--- config.mk ---
export PLATFORM = sky130hd
export DESIGN_NAME = external_move_instr_stretch_access
export DESIGN_NICKNAME = d
export VERILOG_FILES = /design/src/core/external_move_instr_stretch_access.v
export VERILOG_INCLUDE_DIRS = /design/src /design/src/core
export SDC_FILE = /design/constraint.sdc
export NUM_CORES = 1
export LEC_CHECK = 0
export BUFFER_PORTS_ARGS = -buffer_cell sky130_fd_sc_hd__buf_2
export CAP_MARGIN = 40
export CORE_AREA = 2 2 93 95
export DETAILED_ROUTE_END_ITERATION = 10
export DIE_AREA = 0 0 95 97
export PLACE_DENSITY = 0.84
export SLEW_MARGIN = 10
export SYNTH_ARGS = -nofsm -noshare
export SYNTH_HDL_FRONTEND = slang
export SYNTH_SLANG_ARGS = --single-unit
export TNS_END_PERCENT = 20
--- constraint.sdc ---
create_clock -name clock -period 6.25 [get_ports clock]
set_input_delay 0.9375 -clock clock [delete_from_list [all_inputs] [get_ports clock]]
set_output_delay 0.9375 -clock clock [all_outputs]
set_load 0.02 [all_outputs]
--- src/core/external_move_instr_stretch_map.vh ---
/*
 * Constants for the external data move timing block: clock-control field
 * positions, reset values, pointer-select SFR address and cycle counts.
 * Assumes four core clocks per machine cycle.
 */
`ifndef EXTERNAL_MOVE_INSTR_STRETCH_MAP_VH
`define EXTERNAL_MOVE_INSTR_STRETCH_MAP_VH

`define CLOCKS_PER_MCYCLE   4
`define STRETCH_LSB         0
`define STRETCH_MSB         2
`define STRETCH_RESET       3'h1
`define CLKCTL_RESET        8'h01
`define PTRSEL_SFR_ADDR     8'h86
`define PTRSEL_BIT          0
`define PTRSEL_RESET        8'h00
`define FETCH_CLOCKS        4
`define STROBE_MIN_CLOCKS   2

`endif

--- src/core/external_move_instr_stretch_access.v ---
/*
 * External data move timing: sequences the opcode fetch, the address phase
 * and a stretched read or write strobe toward off-chip data memory, and
 * freezes the CPU state for the added machine cycles.
 * Assumes the sequencer raises start with the instruction's address sources
 * valid, and that SFR writes arrive as one-cycle strobes from core logic.
 */
// How it works
// - Every external move opens with a normal four-clock opcode fetch cycle.
// - The next machine cycle drives the data address and performs the access.
// - Stretch comes from bits 2-0 of the clock control register.
// - Instruction lasts two machine cycles plus the stretch value, 2 to 9.
// - Only external moves are lengthened; other instructions keep their timing.
// - Stretch resets to one, giving a three machine cycle external move.
// - Strobe lasts 2 clocks at stretch zero, else four clocks per stretch.
// - CPU state is held frozen during the added stretch cycles.
// - Register-indirect uses working register low and port 2 high; else pointer.
// - Pointer select at 86h uses bit 0 only; other bits read zero.
`timescale 1ns/1ns
`include "external_move_instr_stretch_map.vh"

module external_move_instr_stretch_access #(
	parameter AW = 16                  // External address width
) (
	input  wire          clock,         // Core clock, 250 MHz
	input  wire          resetn,        // Asynchronous reset, active low
	input  wire          clk_en,        // Freezes all state but the reset synchronizer while low
	input  wire          start,         // External move instruction begins
	input  wire          is_write,      // Access direction, high for write
	input  wire          use_pointer,   // High: pointer form, low: register form
	input  wire [7:0]    work_reg,      // Selected working register
	input  wire [7:0]    port2_latch,   // Port 2 latch, high address byte
	input  wire [7:0]    wr_data,       // Data for an external write
	input  wire          sfr_wr,        // SFR write strobe
	input  wire [7:0]    sfr_addr,      // SFR address
	input  wire [7:0]    sfr_wdata,     // SFR write data
	input  wire          clkctl_wr,     // Clock control register write strobe
	input  wire          data_pointer_a_a_wr,     // Load first data pointer
	input  wire          data_pointer_a_b_wr,     // Load second data pointer
	input  wire [AW-1:0] data_pointer_a_wdata,    // Data pointer load value
	input  wire [7:0]    ext_rdata,     // Data returned by external memory
	output reg  [7:0]    clock_control_reg, // Clock control register value
	output reg  [7:0]    pointer_select,    // Pointer select register value
	output reg  [AW-1:0] ext_addr,      // External data address
	output reg           ext_rd_n,      // Read strobe, active low
	output reg           ext_wr_n,      // Write strobe, active low
	output reg  [7:0]    ext_wdata,     // Write data toward memory
	output reg           ext_wdata_oe,  // High while driving the data bus
	output reg  [7:0]    rd_result,     // Data captured by a read
	output reg           cpu_hold,      // CPU state frozen while high
	output reg           busy,          // External move in progress
	output reg           done           // One-cycle pulse at instruction end
);

	localparam ST_IDLE  = 2'd0;
	localparam ST_FETCH = 2'd1;
	localparam ST_ACC   = 2'd2;
	localparam ST_TAIL  = 2'd3;

	reg [1:0]    rst_sync_q;
	wire         rst_n = rst_sync_q[1];

	reg [1:0]    state_q;
	reg [5:0]    clk_cnt_q;       // Clocks left in the current phase
	reg [2:0]    stretch_q;       // Captured at start
	reg          write_q;
	reg [AW-1:0] data_pointer_a;
	reg [AW-1:0] data_pointer_b;

	wire [2:0] access_stretch_sel = clock_control_reg[`STRETCH_MSB:`STRETCH_LSB];
	wire [AW-1:0] sel_ptr = pointer_select[`PTRSEL_BIT] ? data_pointer_b : data_pointer_a;
	wire [AW-1:0] ri_addr = {port2_latch, work_reg};

	// Access cycles: (stretch+1) machine cycles; strobe inside them
	wire [5:0] acc_clocks = {stretch_q, 2'b00} + 6'h04;
	wire [5:0] strobe_clocks = (stretch_q == 3'h0) ? 6'h02 : {1'b0, stretch_q, 2'b00};
	// Strobe is centred: one clock of setup at stretch zero, two clocks otherwise
	wire [5:0] strobe_lead = (stretch_q == 3'h0) ? 6'h01 : 6'h02;

	// Phase events; fetch end, strobe edges and hold drop are decoded from the one down-counter that times a move
	wire       in_access   = (state_q == ST_ACC);
	wire       in_tail     = (state_q == ST_TAIL);
	wire       take_start  = (state_q == ST_IDLE) && start;
	wire       fetch_end   = (state_q == ST_FETCH) && (clk_cnt_q == 6'h00);
	wire [5:0] fall_at     = acc_clocks - strobe_lead;
	wire [5:0] rise_at     = fall_at - strobe_clocks;
	wire       strobe_fall = in_access && (clk_cnt_q == fall_at);
	wire       strobe_rise = in_access && (clk_cnt_q == rise_at);
	// Last machine cycle of the access runs unheld so the CPU can pick up the result
	wire       hold_drop   = in_access && (clk_cnt_q == 6'd`CLOCKS_PER_MCYCLE);

	// Reset leaves through two flops so every register lets go on the same edge
	always @(posedge clock or negedge resetn) begin
		if (!resetn)
			rst_sync_q <= 2'b00;
		else
			rst_sync_q <= {rst_sync_q[0], 1'b1};
	end

	// Software can rewrite these mid-move; the captured stretch shields the access length, but pointer select is read at fetch end
	always @(posedge clock or negedge rst_n) begin
		if (!rst_n) begin
			clock_control_reg <= `CLKCTL_RESET;
			pointer_select    <= `PTRSEL_RESET;
		end else if (clk_en) begin
			if (clkctl_wr)
				clock_control_reg <= sfr_wdata;
			if (sfr_wr && sfr_addr == `PTRSEL_SFR_ADDR)
				pointer_select <= {7'h00, sfr_wdata[`PTRSEL_BIT]};
		end
	end

	always @(posedge clock or negedge rst_n) begin
		if (!rst_n) begin
			data_pointer_a <= {AW{1'b0}};
			data_pointer_b <= {AW{1'b0}};
		end else if (clk_en) begin
			if (data_pointer_a_a_wr)
				data_pointer_a <= data_pointer_a_wdata;
			if (data_pointer_a_b_wr)
				data_pointer_b <= data_pointer_a_wdata;
		end
	end

	// One down-counter times the fetch and the access; the decodes above key off it
	always @(posedge clock or negedge rst_n) begin
		if (!rst_n) begin
			state_q   <= ST_IDLE;
			clk_cnt_q <= 6'h00;
			stretch_q <= `STRETCH_RESET;
			write_q   <= 1'b0;
		end else if (clk_en) begin
			case (state_q)
			ST_IDLE: begin
				// Only a start request engages this block; others never see it
				if (take_start) begin
					stretch_q <= access_stretch_sel;
					write_q   <= is_write;
					clk_cnt_q <= 6'd`FETCH_CLOCKS - 6'h01;
					state_q   <= ST_FETCH;
				end
			end
			ST_FETCH: begin
				if (fetch_end) begin
					clk_cnt_q <= acc_clocks - 6'h01;
					state_q   <= ST_ACC;
				end else
					clk_cnt_q <= clk_cnt_q - 6'h01;
			end
			ST_ACC: begin
				clk_cnt_q <= clk_cnt_q - 6'h01;
				if (clk_cnt_q == 6'h00)
					state_q <= ST_TAIL;
			end
			ST_TAIL: begin
				state_q <= ST_IDLE;
			end
			default: begin
				state_q <= ST_IDLE;
			end
			endcase
		end
	end

	// Address and write data stand from the access cycle until the next move
	always @(posedge clock or negedge rst_n) begin
		if (!rst_n) begin
			ext_addr     <= {AW{1'b0}};
			ext_wdata    <= 8'h00;
			ext_wdata_oe <= 1'b0;
		end else if (clk_en) begin
			if (fetch_end) begin
				ext_addr     <= use_pointer ? sel_ptr : ri_addr;
				ext_wdata    <= wr_data;
				ext_wdata_oe <= write_q;
			end else if (in_tail) begin
				ext_wdata_oe <= 1'b0;
			end
		end
	end

	// Read data is taken as the strobe rises, the last point it is sure to be valid
	always @(posedge clock or negedge rst_n) begin
		if (!rst_n) begin
			ext_rd_n  <= 1'b1;
			ext_wr_n  <= 1'b1;
			rd_result <= 8'h00;
		end else if (clk_en) begin
			if (strobe_fall) begin
				ext_rd_n <= write_q;
				ext_wr_n <= ~write_q;
			end
			if (strobe_rise) begin
				if (!write_q)
					rd_result <= ext_rdata;
				ext_rd_n <= 1'b1;
				ext_wr_n <= 1'b1;
			end
		end
	end

	// Busy spans the tail cycle, so a new start is taken no earlier than the done pulse cycle
	always @(posedge clock or negedge rst_n) begin
		if (!rst_n) begin
			cpu_hold <= 1'b0;
			busy     <= 1'b0;
			done     <= 1'b0;
		end else if (clk_en) begin
			done <= 1'b0;
			if (take_start)
				busy <= 1'b1;
			// Hold only when machine cycles beyond the base two are added
			if (fetch_end)
				cpu_hold <= (stretch_q != 3'h0);
			if (hold_drop)
				cpu_hold <= 1'b0;
			if (in_tail) begin
				busy <= 1'b0;
				done <= 1'b1;
			end
		end
	end

endmodule

Word-level counts from Yosys, hierarchy flattened

Cells that the tools add are included.

Register bits: 93
Latch bits: 0
Memory bits (writable): 0
ROM bits: 0
Bits of input ports: 74
Word-level logic and storage cells: 84
Memories: 0

$add $sub $neg: 5
Multipliers: 0
Divide/modulo/power cells: 0
Magnitude comparators: 0
Equality and inequality tests: 10
Shift-type cells: 0
Muxes and demuxes: 22
Bitwise logic cells: 1
Reductions and logical operators: 28

Operator list:

| cell                | number |
|---|---|
| $mux 16             | 2 |
| $pmux 6 s3          | 1 |
| $reduce_and 2->1    | 9 |
| $eq 6x6->1          | 2 |
| $mux 6              | 2 |
| $sub 6x1->6 const B | 2 |
| $mux 1              | 11 |
| $reduce_and 3->1    | 3 |
| $eq 8x8->1 const B  | 1 |
| $mux 2              | 4 |
| $pmux 2 s4          | 1 |
| $reduce_bool 2->1   | 4 |
| $add 5x3->6 const B | 1 |
| $eq 6x3->1 const B  | 1 |
| $logic_and 1x1->1   | 6 |
| $logic_not 6->1     | 1 |
| $reduce_bool 3->1   | 2 |
| $sub 6x2->6         | 1 |
| $sub 6x5->6         | 1 |
| $mux 5              | 1 |
| $eq 2x2->1 const B  | 2 |
| $ne 2x2->1 const B  | 2 |
| $reduce_and 4->1    | 1 |
| $logic_not 3->1     | 1 |
| other kinds (4)     | 4 |

Depth between registers and ports, before layout

Gate-level depths: netlist (run 1).

Depth after elaboration: 8
Gate-level depth with buffers: 12
Gate-level depth less buffers: 10

Least setup slack after synthesis (run 1)

OpenSTA, ideal clock, no wires.

Path kind: register to register
Start: register stretch_q[0]
End: register rd_result[0]
Library setup time: 0.125 ns
Arrival time: 3.376 ns
Required time: 6.125 ns
Setup slack: 2.749 ns
Cell stages (with the launch flop): 13
Buffers on the path: 2
Period minus slack after synthesis: 3.501 ns
Cell sequence: dfstp_2 -> buf_2 -> inv_1 -> ha_1 -> xnor2_1 -> inv_1 -> ha_1 -> nor2_1 -> xnor2_1 -> or4_4 -> or4_1 -> buf_6 -> mux2_4

Cells in the longest elaborated chain, start to end: 7
Elaborated cells between the ends (all ways): 9

RTL lines:

| what                                                | line                                     | source |
|---|---|---|
| start, declared                                     | external_move_instr_stretch_access.v:65  | `reg [2:0] stretch_q;` |
| start signal, assigned                              | external_move_instr_stretch_access.v:130 | `` stretch_q <= `STRETCH_RESET; `` |
| start signal, assigned                              | external_move_instr_stretch_access.v:137 | `stretch_q <= access_stretch_sel;` |
| branches (longest 3 deep; another with $add 5x3->6) | n/a                                      |  |
| $sub 6x5->6 *                                       | external_move_instr_stretch_access.v:86  | `wire [5:0] rise_at = fall_at - strobe_clocks;` |
| $eq 6x6->1 *                                        | external_move_instr_stretch_access.v:88  | `wire strobe_rise = in_access && (clk_cnt_q == rise_at);` |
| $logic_and 1x1->1 *                                 | external_move_instr_stretch_access.v:88  |  |
| $reduce_and 3->1 (no line) *                        | n/a                                      |  |
| end signal, assigned                                | external_move_instr_stretch_access.v:195 | `rd_result <= ext_rdata;` |
| end, declared                                       | external_move_instr_stretch_access.v:49  | `output reg [7:0] rd_result,` |

Mark *: on every way between the ends.
A chain may end at the register's enable or synchronous reset.

Worst setup path after layout (run 1)

Start: register stretch_q[0]
End: register rd_result[4]

The elaborated chain is that of the path after synthesis.

==> impl_metrics.json, run 1 <==
{
  "status": "complete, no violations",
  "die_h_um": 97,
  "drc_errors": 0,
  "finalCriticalPeriod_ns": 3.80,
  "synth_top_cell_by_area": "dfrtp_1",
  "cp.arrival_ns": 4.04,
  "hold_ws_ns": 0.303,
  "vdd_drop_max_mv": 0.157,
  "rows": 33,
  "ys_warn_count": 0,
  "dieArea_mm2": 0.00922,
  "htree_levels": 3,
  "final_common_cell": "buf_2",
  "worstPathRequired_ns": 6.49,
  "critPathBufInv": 2,
  "grt_pass1_wl_mm": 15.8,
  "dpl_cell_area_mm2": 0.00517,
  "grt_antenna_before_repair": 0,
  "synth.distinct_cells": 49,
  "tns_ns": 0,
  "post_drt_wl_per_cell_um": 15.6,
  "layout_common_cells": "buf_2, dfrtp_1, mux2_2, o21ai_0, nand2_1",
  "final-max-slew-violation-count": 0,
  "syn_area_mm2": 0.00449,
  "hp-class": "reg2async",
  "dp_hpwl_mm": 7.29,
  "maxCapViolCount": 0,
  "drtAntennaViolNets": 0,
  "post_cts_resized": 0,
  "fillers": 632,
  "fmax_mhz": 263,
  "critPathTopFamily": "simple AND/OR/NAND/NOR gates",
  "clock-sinks": 93,
  "synth_seq_cells": 93,
  "num_antenna_cells": 0,
  "synthXorXnorAreaFrac_pct": 2.15,
  "post_cts.repair.setup_buffers": 0,
  "cts.path.max_buffers": 2,
  "synth_top_area_share_pct": 49.6,
  "path_max_fanout": 9,
  "synth_flop_cell": "dfrtp_1",
  "clock_latency_ns": 0.36,
  "cp-end-kind": "register",
  "place.gp.congestion": 0.846,
  "io_pins": 128,
  "start_util_pct": 55.2,
  "synth_adder_area_share_pct": 2.51,
  "finalHoldViolCount": 0,
  "drtIter0Drc": 128,
  "grt_max_degree": 54,
  "critPathKind": "reg2reg",
  "slew_headroom_pct": 41.2,
  "synthTopCellsByArea": "dfrtp_1, mux2_2, o21ai_0",
  "synth_compound_area_share_pct": 9.42,
  "wl_mm": 9.64,
  "synth_mux_area_share_pct": 20.0,
  "nets": 591,
  "reg_top3": "data_pointer_a x16, data_pointer_b x16, ext_addr x16",
  "num_vias": 3350,
  "worst_pin_slew_ns": 0.870,
  "cts_hold_buf": 0,
  "fp.dieW_um": 95,
  "grt_overflow": 0,
  "drive_above_1_share_pct": 41.3,
  "root_buffer": "clkbuf_8",
  "min_period_over_period_pct": 60.8,
  "skew_ns": 0.0135,
  "leakagePower_uw": 0.00261,
  "cp_slowest_cell": "or4_1",
  "yosys.area_share.simple_pct": 9.42,
  "firstDrtPassIters": 4,
  "grt_pass1_vias": 3384,
  "io_buffers": 120,
  "yosysSeqAreaShare_pct": 52.0,
  "synth-edff-count": 0,
  "rsz0062_at_grt": "no",
  "numCtsBuffers": 9,
  "worstSetupPathDepth": 10,
  "setup_viol": 0,
  "design_area_mm2": 0.00540,
  "postSynthCellCount": 395,
  "area_delta_synth_final_pct": 20.4,
  "post-route-util_pct": 66.4,
  "path_cells": "inv_1 > ha_1 > xnor2_1 > inv_1 > ha_1 > nor2_1 > xnor2_1 > or4_4 > or4_1 > mux2_4",
  "synth_top_family_by_area": "multiplexers",
  "clk_pin_slew_ns": 0.10,
  "grt.total_usage_pct": 21.9,
  "syn_area_per_cell_um2": 11.4,
  "pwr_density_cell_mw_per_mm2": 452,
  "avgViaCountPerCell": 5.42,
  "setup.worst_path.start_class": "register",
  "max_stage_delay_ns": 0.73,
  "async_flop_share_pct": 100,
  "core_area_mm2": 0.00813,
  "r2r_cells": 10,
  "cts_tree": "yes"
}
==> synth_stat cells (3+ instances only) <==
master / count
a21oi_1: 7
clkbuf_1: 15
nand2b_1: 4
mux2i_1: 17
dfrtp_1: 89
buf_2: 3
inv_1: 14
mux2_4: 8
nor4b_1: 3
mux2_2: 54
nand2_1: 48
nor2_1: 9
a211oi_1: 3
xor2_1: 4
nor2b_1: 3
buf_4: 7
ha_1: 9
o21ai_0: 49
xnor2_1: 7
dfstp_2: 4
==> power by group <==
| group | switching [µW] | leakage, µW | internal [µW] |
|---|---|---|---|
| registers | 146 | 0.00114 | 792 |
| logic | 599 | 0.00136 | 452 |
| clock network | 214 | 0.000113 | 239 |
==> worst paths after layout <==
path | from | endpoint | slack (ns)
min reg2reg | rst_sync_q[1] | pointer_select[0] | 0.30
max | stretch_q[0] | rd_result[4] | 2.45
max reg2reg | stretch_q[0] | rd_result[4] | 2.45
min in group clock | rst_sync_q[0] | rst_sync_q[1] | 0.35
max in group asynchronous | rst_sync_q[1] | ext_rd_n | 5.26
min | rst_sync_q[1] | pointer_select[0] | 0.30
==> metrics by stage <==
stage               setup slack (ns)  cells  total power, µW
CTS                             2.45    618             2460
finish                          2.45    618             2440
floorplan                       2.75    401             1700
detailed placement              2.47    602             2000
global placement                2.55    600             1950
global route                    2.27    618             2620
==> kinds of logic after synthesis <==
family,Yosys count
mux,79
xor+xnor,11
fa+ha+maj,9
flops,93
compound gates,73
buf+inv,42
simple gates,86
other cells,2
==> cell type report <==
cell class / instances / area, µm² / share of cell area (%)
clock inverter: 6 / 93.8 / 1.74
inverter: 15 / 56.3 / 1.04
timing repair buffer: 123 / 663 / 12.3
tap: 105 / 131 / 2.43
clock buffer: 10 / 138 / 2.55
sequential: 93 / 2340 / 43.2
multi-input combinational: 266 / 1980 / 36.7
==> routing by layer <==
layer / part of all wire [%] / GRT usage (%)
met5: 0 / 0
met4: 2.0 / 8.14
met3: 5.5 / 3.82
met2: 51 / 37.0
met1: 42 / 27.9
Power figures use the tool's default switching activity.
==> run 2, diff against run 1 <==
--- a/config.mk
+++ b/config.mk
@@ -8,10 +8,10 @@
 export LEC_CHECK = 0
 export BUFFER_PORTS_ARGS = -buffer_cell sky130_fd_sc_hd__buf_2
 export CAP_MARGIN = 40
-export CORE_AREA = 2 2 93 95
+export CORE_AREA = 2 2 96 98
 export DETAILED_ROUTE_END_ITERATION = 10
-export DIE_AREA = 0 0 95 97
-export PLACE_DENSITY = 0.84
+export DIE_AREA = 0 0 98 100
+export PLACE_DENSITY = 0.79
 export SLEW_MARGIN = 10
 export SYNTH_ARGS = -nofsm -noshare
 export SYNTH_HDL_FRONTEND = slang
==> constraint.sdc (replaced) <==
create_clock -name clock -period 3.82 [get_ports clock]
set_input_delay 0.573 -clock clock [delete_from_list [all_inputs] [get_ports clock]]
set_output_delay 0.573 -clock clock [all_outputs]
set_load 0.02 [all_outputs]
==> run 2 against run 1 <==
- setup slack lost 2.2 ns
- via count down 1.1%
- largest power group unchanged
- clock power increased by 53%
- power rose by 62%
- maximum frequency rose by 5.5%
- count of clock-buffer cells in the layout is 1 higher
- highest routed layer unchanged
- first-iteration DRC count shrank 31%
- core utilization fell by 5.5 points
- cell count up 1.3%
- largest cell class unchanged
- design area is 0.19% higher
==> impl_metrics.json, run 2 (same netlist as run 1, synthesis figures left out) <==
{
  "firstDrtPassIters": 4,
  "dp_slack_ns": 0.186,
  "start_util_pct": 50.5,
  "leakagePower_uw": 0.00262,
  "p_sw_share_pct": 39.9,
  "die_h_um": 100,
  "io_buffers": 120,
  "wl_mm": 9.67,
  "drtIter0Drc": 88,
  "num_antenna_cells": 0,
  "fillers": 754,
  "slew_headroom_pct": 51.3,
  "place.gp.congestion": 0.856,
  "register_area_mm2": 0.00234,
  "drc_errors": 0,
  "critPathKind": "reg2reg",
  "grt_antenna_before_repair": 0,
  "root_buffer": "clkbuf_8",
  "cts_tree": "yes",
  "grt_overflow": 0,
  "design_area_mm2": 0.00541,
  "cellInternalPower_uw": 2370,
  "seq_power_share_pct": 38.9,
  "path_cells": "inv_1 > ha_1 > xnor2_2 > inv_1 > ha_1 > nor2_1 > xnor2_1 > or4_4 > or4_1 > buf_4 > mux2_4",
  "skew_ns": 0.0160,
  "numCtsBuffers": 9,
  "setup_ws_ns": 0.215,
  "fmax_mhz": 277,
  "min_period_over_period_pct": 94.4,
  "setup_viol": 0,
  "final-max-slew-violation-count": 0,
  "grt.total_usage_pct": 20.6,
  "fp.dieW_um": 98,
  "path_max_fanout": 9,
  "drtAntennaViolNets": 0,
  "drive_above_1_share_pct": 41.4,
  "clock_power_share_pct": 17.6,
  "p_comb_share_pct": 43.6,
  "vdd_drop_max_mv": 0.241,
  "clock-sinks": 93,
  "power_switching_uw": 1580,
  "nets": 593,
  "worst_pin_slew_ns": 0.729,
  "finalHoldViolCount": 0,
  "io_pins": 128,
  "cp_slowest_cell": "dfstp_2",
  "final_common_cell": "buf_2",
  "cts.path.max_buffers": 2,
  "max_stage_delay_ns": 0.63,
  "grt_pass1_wl_mm": 16.1,
  "status": "complete, no violations",
  "pwr_density_cell_mw_per_mm2": 730,
  "setup.worst_path.start_class": "register",
  "layout_common_cells": "buf_2, dfrtp_1, mux2_2, o21ai_0, nand2_1",
  "post_drt_wl_per_cell_um": 15.4,
  "avgViaCountPerCell": 5.29,
  "reg_top3": "data_pointer_a x16, data_pointer_b x16, ext_addr x16",
  "finalCriticalPeriod_ns": 3.60,
  "rows": 35,
  "htree_levels": 3,
  "cp.arrival_ns": 3.86,
  "area_delta_synth_final_pct": 20.6,
  "num_vias": 3314,
  "multi_input_area_mm2": 0.00199,
  "core_area_mm2": 0.00889,
  "rsz0062_at_grt": "no",
  "worstPathRequired_ns": 4.07,
  "hp-class": "reg2async",
  "cp-end-kind": "register",
  "dieArea_mm2": 0.00980,
  "grt_max_degree": 68,
  "clk_pin_slew_ns": 0.10,
  "tns_ns": 0,
  "dp_hpwl_mm": 7.13,
  "clock_latency_ns": 0.36,
  "grt_pass1_vias": 3361,
  "maxCapViolCount": 0,
  "dpl_cell_area_mm2": 0.00518
}
-- run 2: cell count changes in the layout (fill, tap and decap cells not counted) --
| cell | before | now |
|---|---|---|
| buf_4 | 1 | 2 |
| clkbuf_1 | 0 | 1 |
| bufinv_16 | 2 | 1 |
| xnor2_1 | 7 | 6 |
| inv_8 | 0 | 1 |
| dlygate4sd3_1 | 0 | 1 |
| clkinvlp_4 | 1 | 0 |
| xnor2_2 | 0 | 1 |
-- run 2: critical path, delay by kind of cell, from the launching register on --
kind	cells	cell delay, ns
flip-flops	1	0.63
buffers and inverters	3	0.37
XOR/XNOR	2	0.33
AND/OR/NAND/NOR	3	1.17
multiplexers	1	0.31
adder cells (fa/ha/maj)	2	0.69
-- run 2: repair_timing --
item                       4_1_cts  5_1_grt
hold buffers                     1        0
gates resized for setup          0        1
setup endpoints to repair        0        2
buffers inserted                 0        0
hold endpoints to repair         2        0
-- run 2: layer usage --
metal | part of all wire [%] | vias up | global-route usage [%]
met5 | 0 | - | 0
met4 | 2.6 | 0 | 8.97
met3 | 4.2 | 21 | 3.34
met2 | 50 | 98 | 34.7
met1 | 43 | 1600 | 26.4
li1 | - | 1595 | -
-- run 2: final timing paths --
path,start,to,depth (start not counted),slack (ns)
worst max-delay path,stretch_q[0],rd_result[7],11,0.22
worst min-delay path,rst_sync_q[1],clock_control_reg[2],0,0.25
worst max register to register,stretch_q[0],rd_result[7],11,0.22
worst min register to register,rst_sync_q[1],clock_control_reg[2],0,0.25
max in group asynchronous,rst_sync_q[1],clock_control_reg[0],1,2.92
min in group clock,rst_sync_q[0],rst_sync_q[1],0,0.37
-- run 2: power groups by stage --
stage          combinational, µW  clock (µW)  sequential [µW]
2_1_floorplan               1070           0             1720
3_3_place_gp                1650           0             1550
3_5_place_dp                1710           0             1550
4_1_cts                     1720         711             1530
5_1_grt                     1910         755             1580
6_report                    1720         693             1530
-- run 2: cell type report --
class / instances / area share, %
flip-flops and latches: 93 / 43.2
multi-input cells: 266 / 36.8
repair buffers: 125 / 12.6
clock buffers: 11 / 2.61
well taps: 111 / 2.57
clock inverters: 5 / 1.25
inverters: 15 / 1.04
-- run 2: stage by stage --
stage	hold WS [ns]	std cells	utilization [%]	power [µW]
final	0.246	626	60.9	3950
after detailed placement	0.253	609	58.3	3260
after CTS	0.263	626	60.8	3970
after floorplan	0.277	401	-	2790
after global routing	0.290	626	60.9	4240
after global placement	0.340	607	57.7	3200
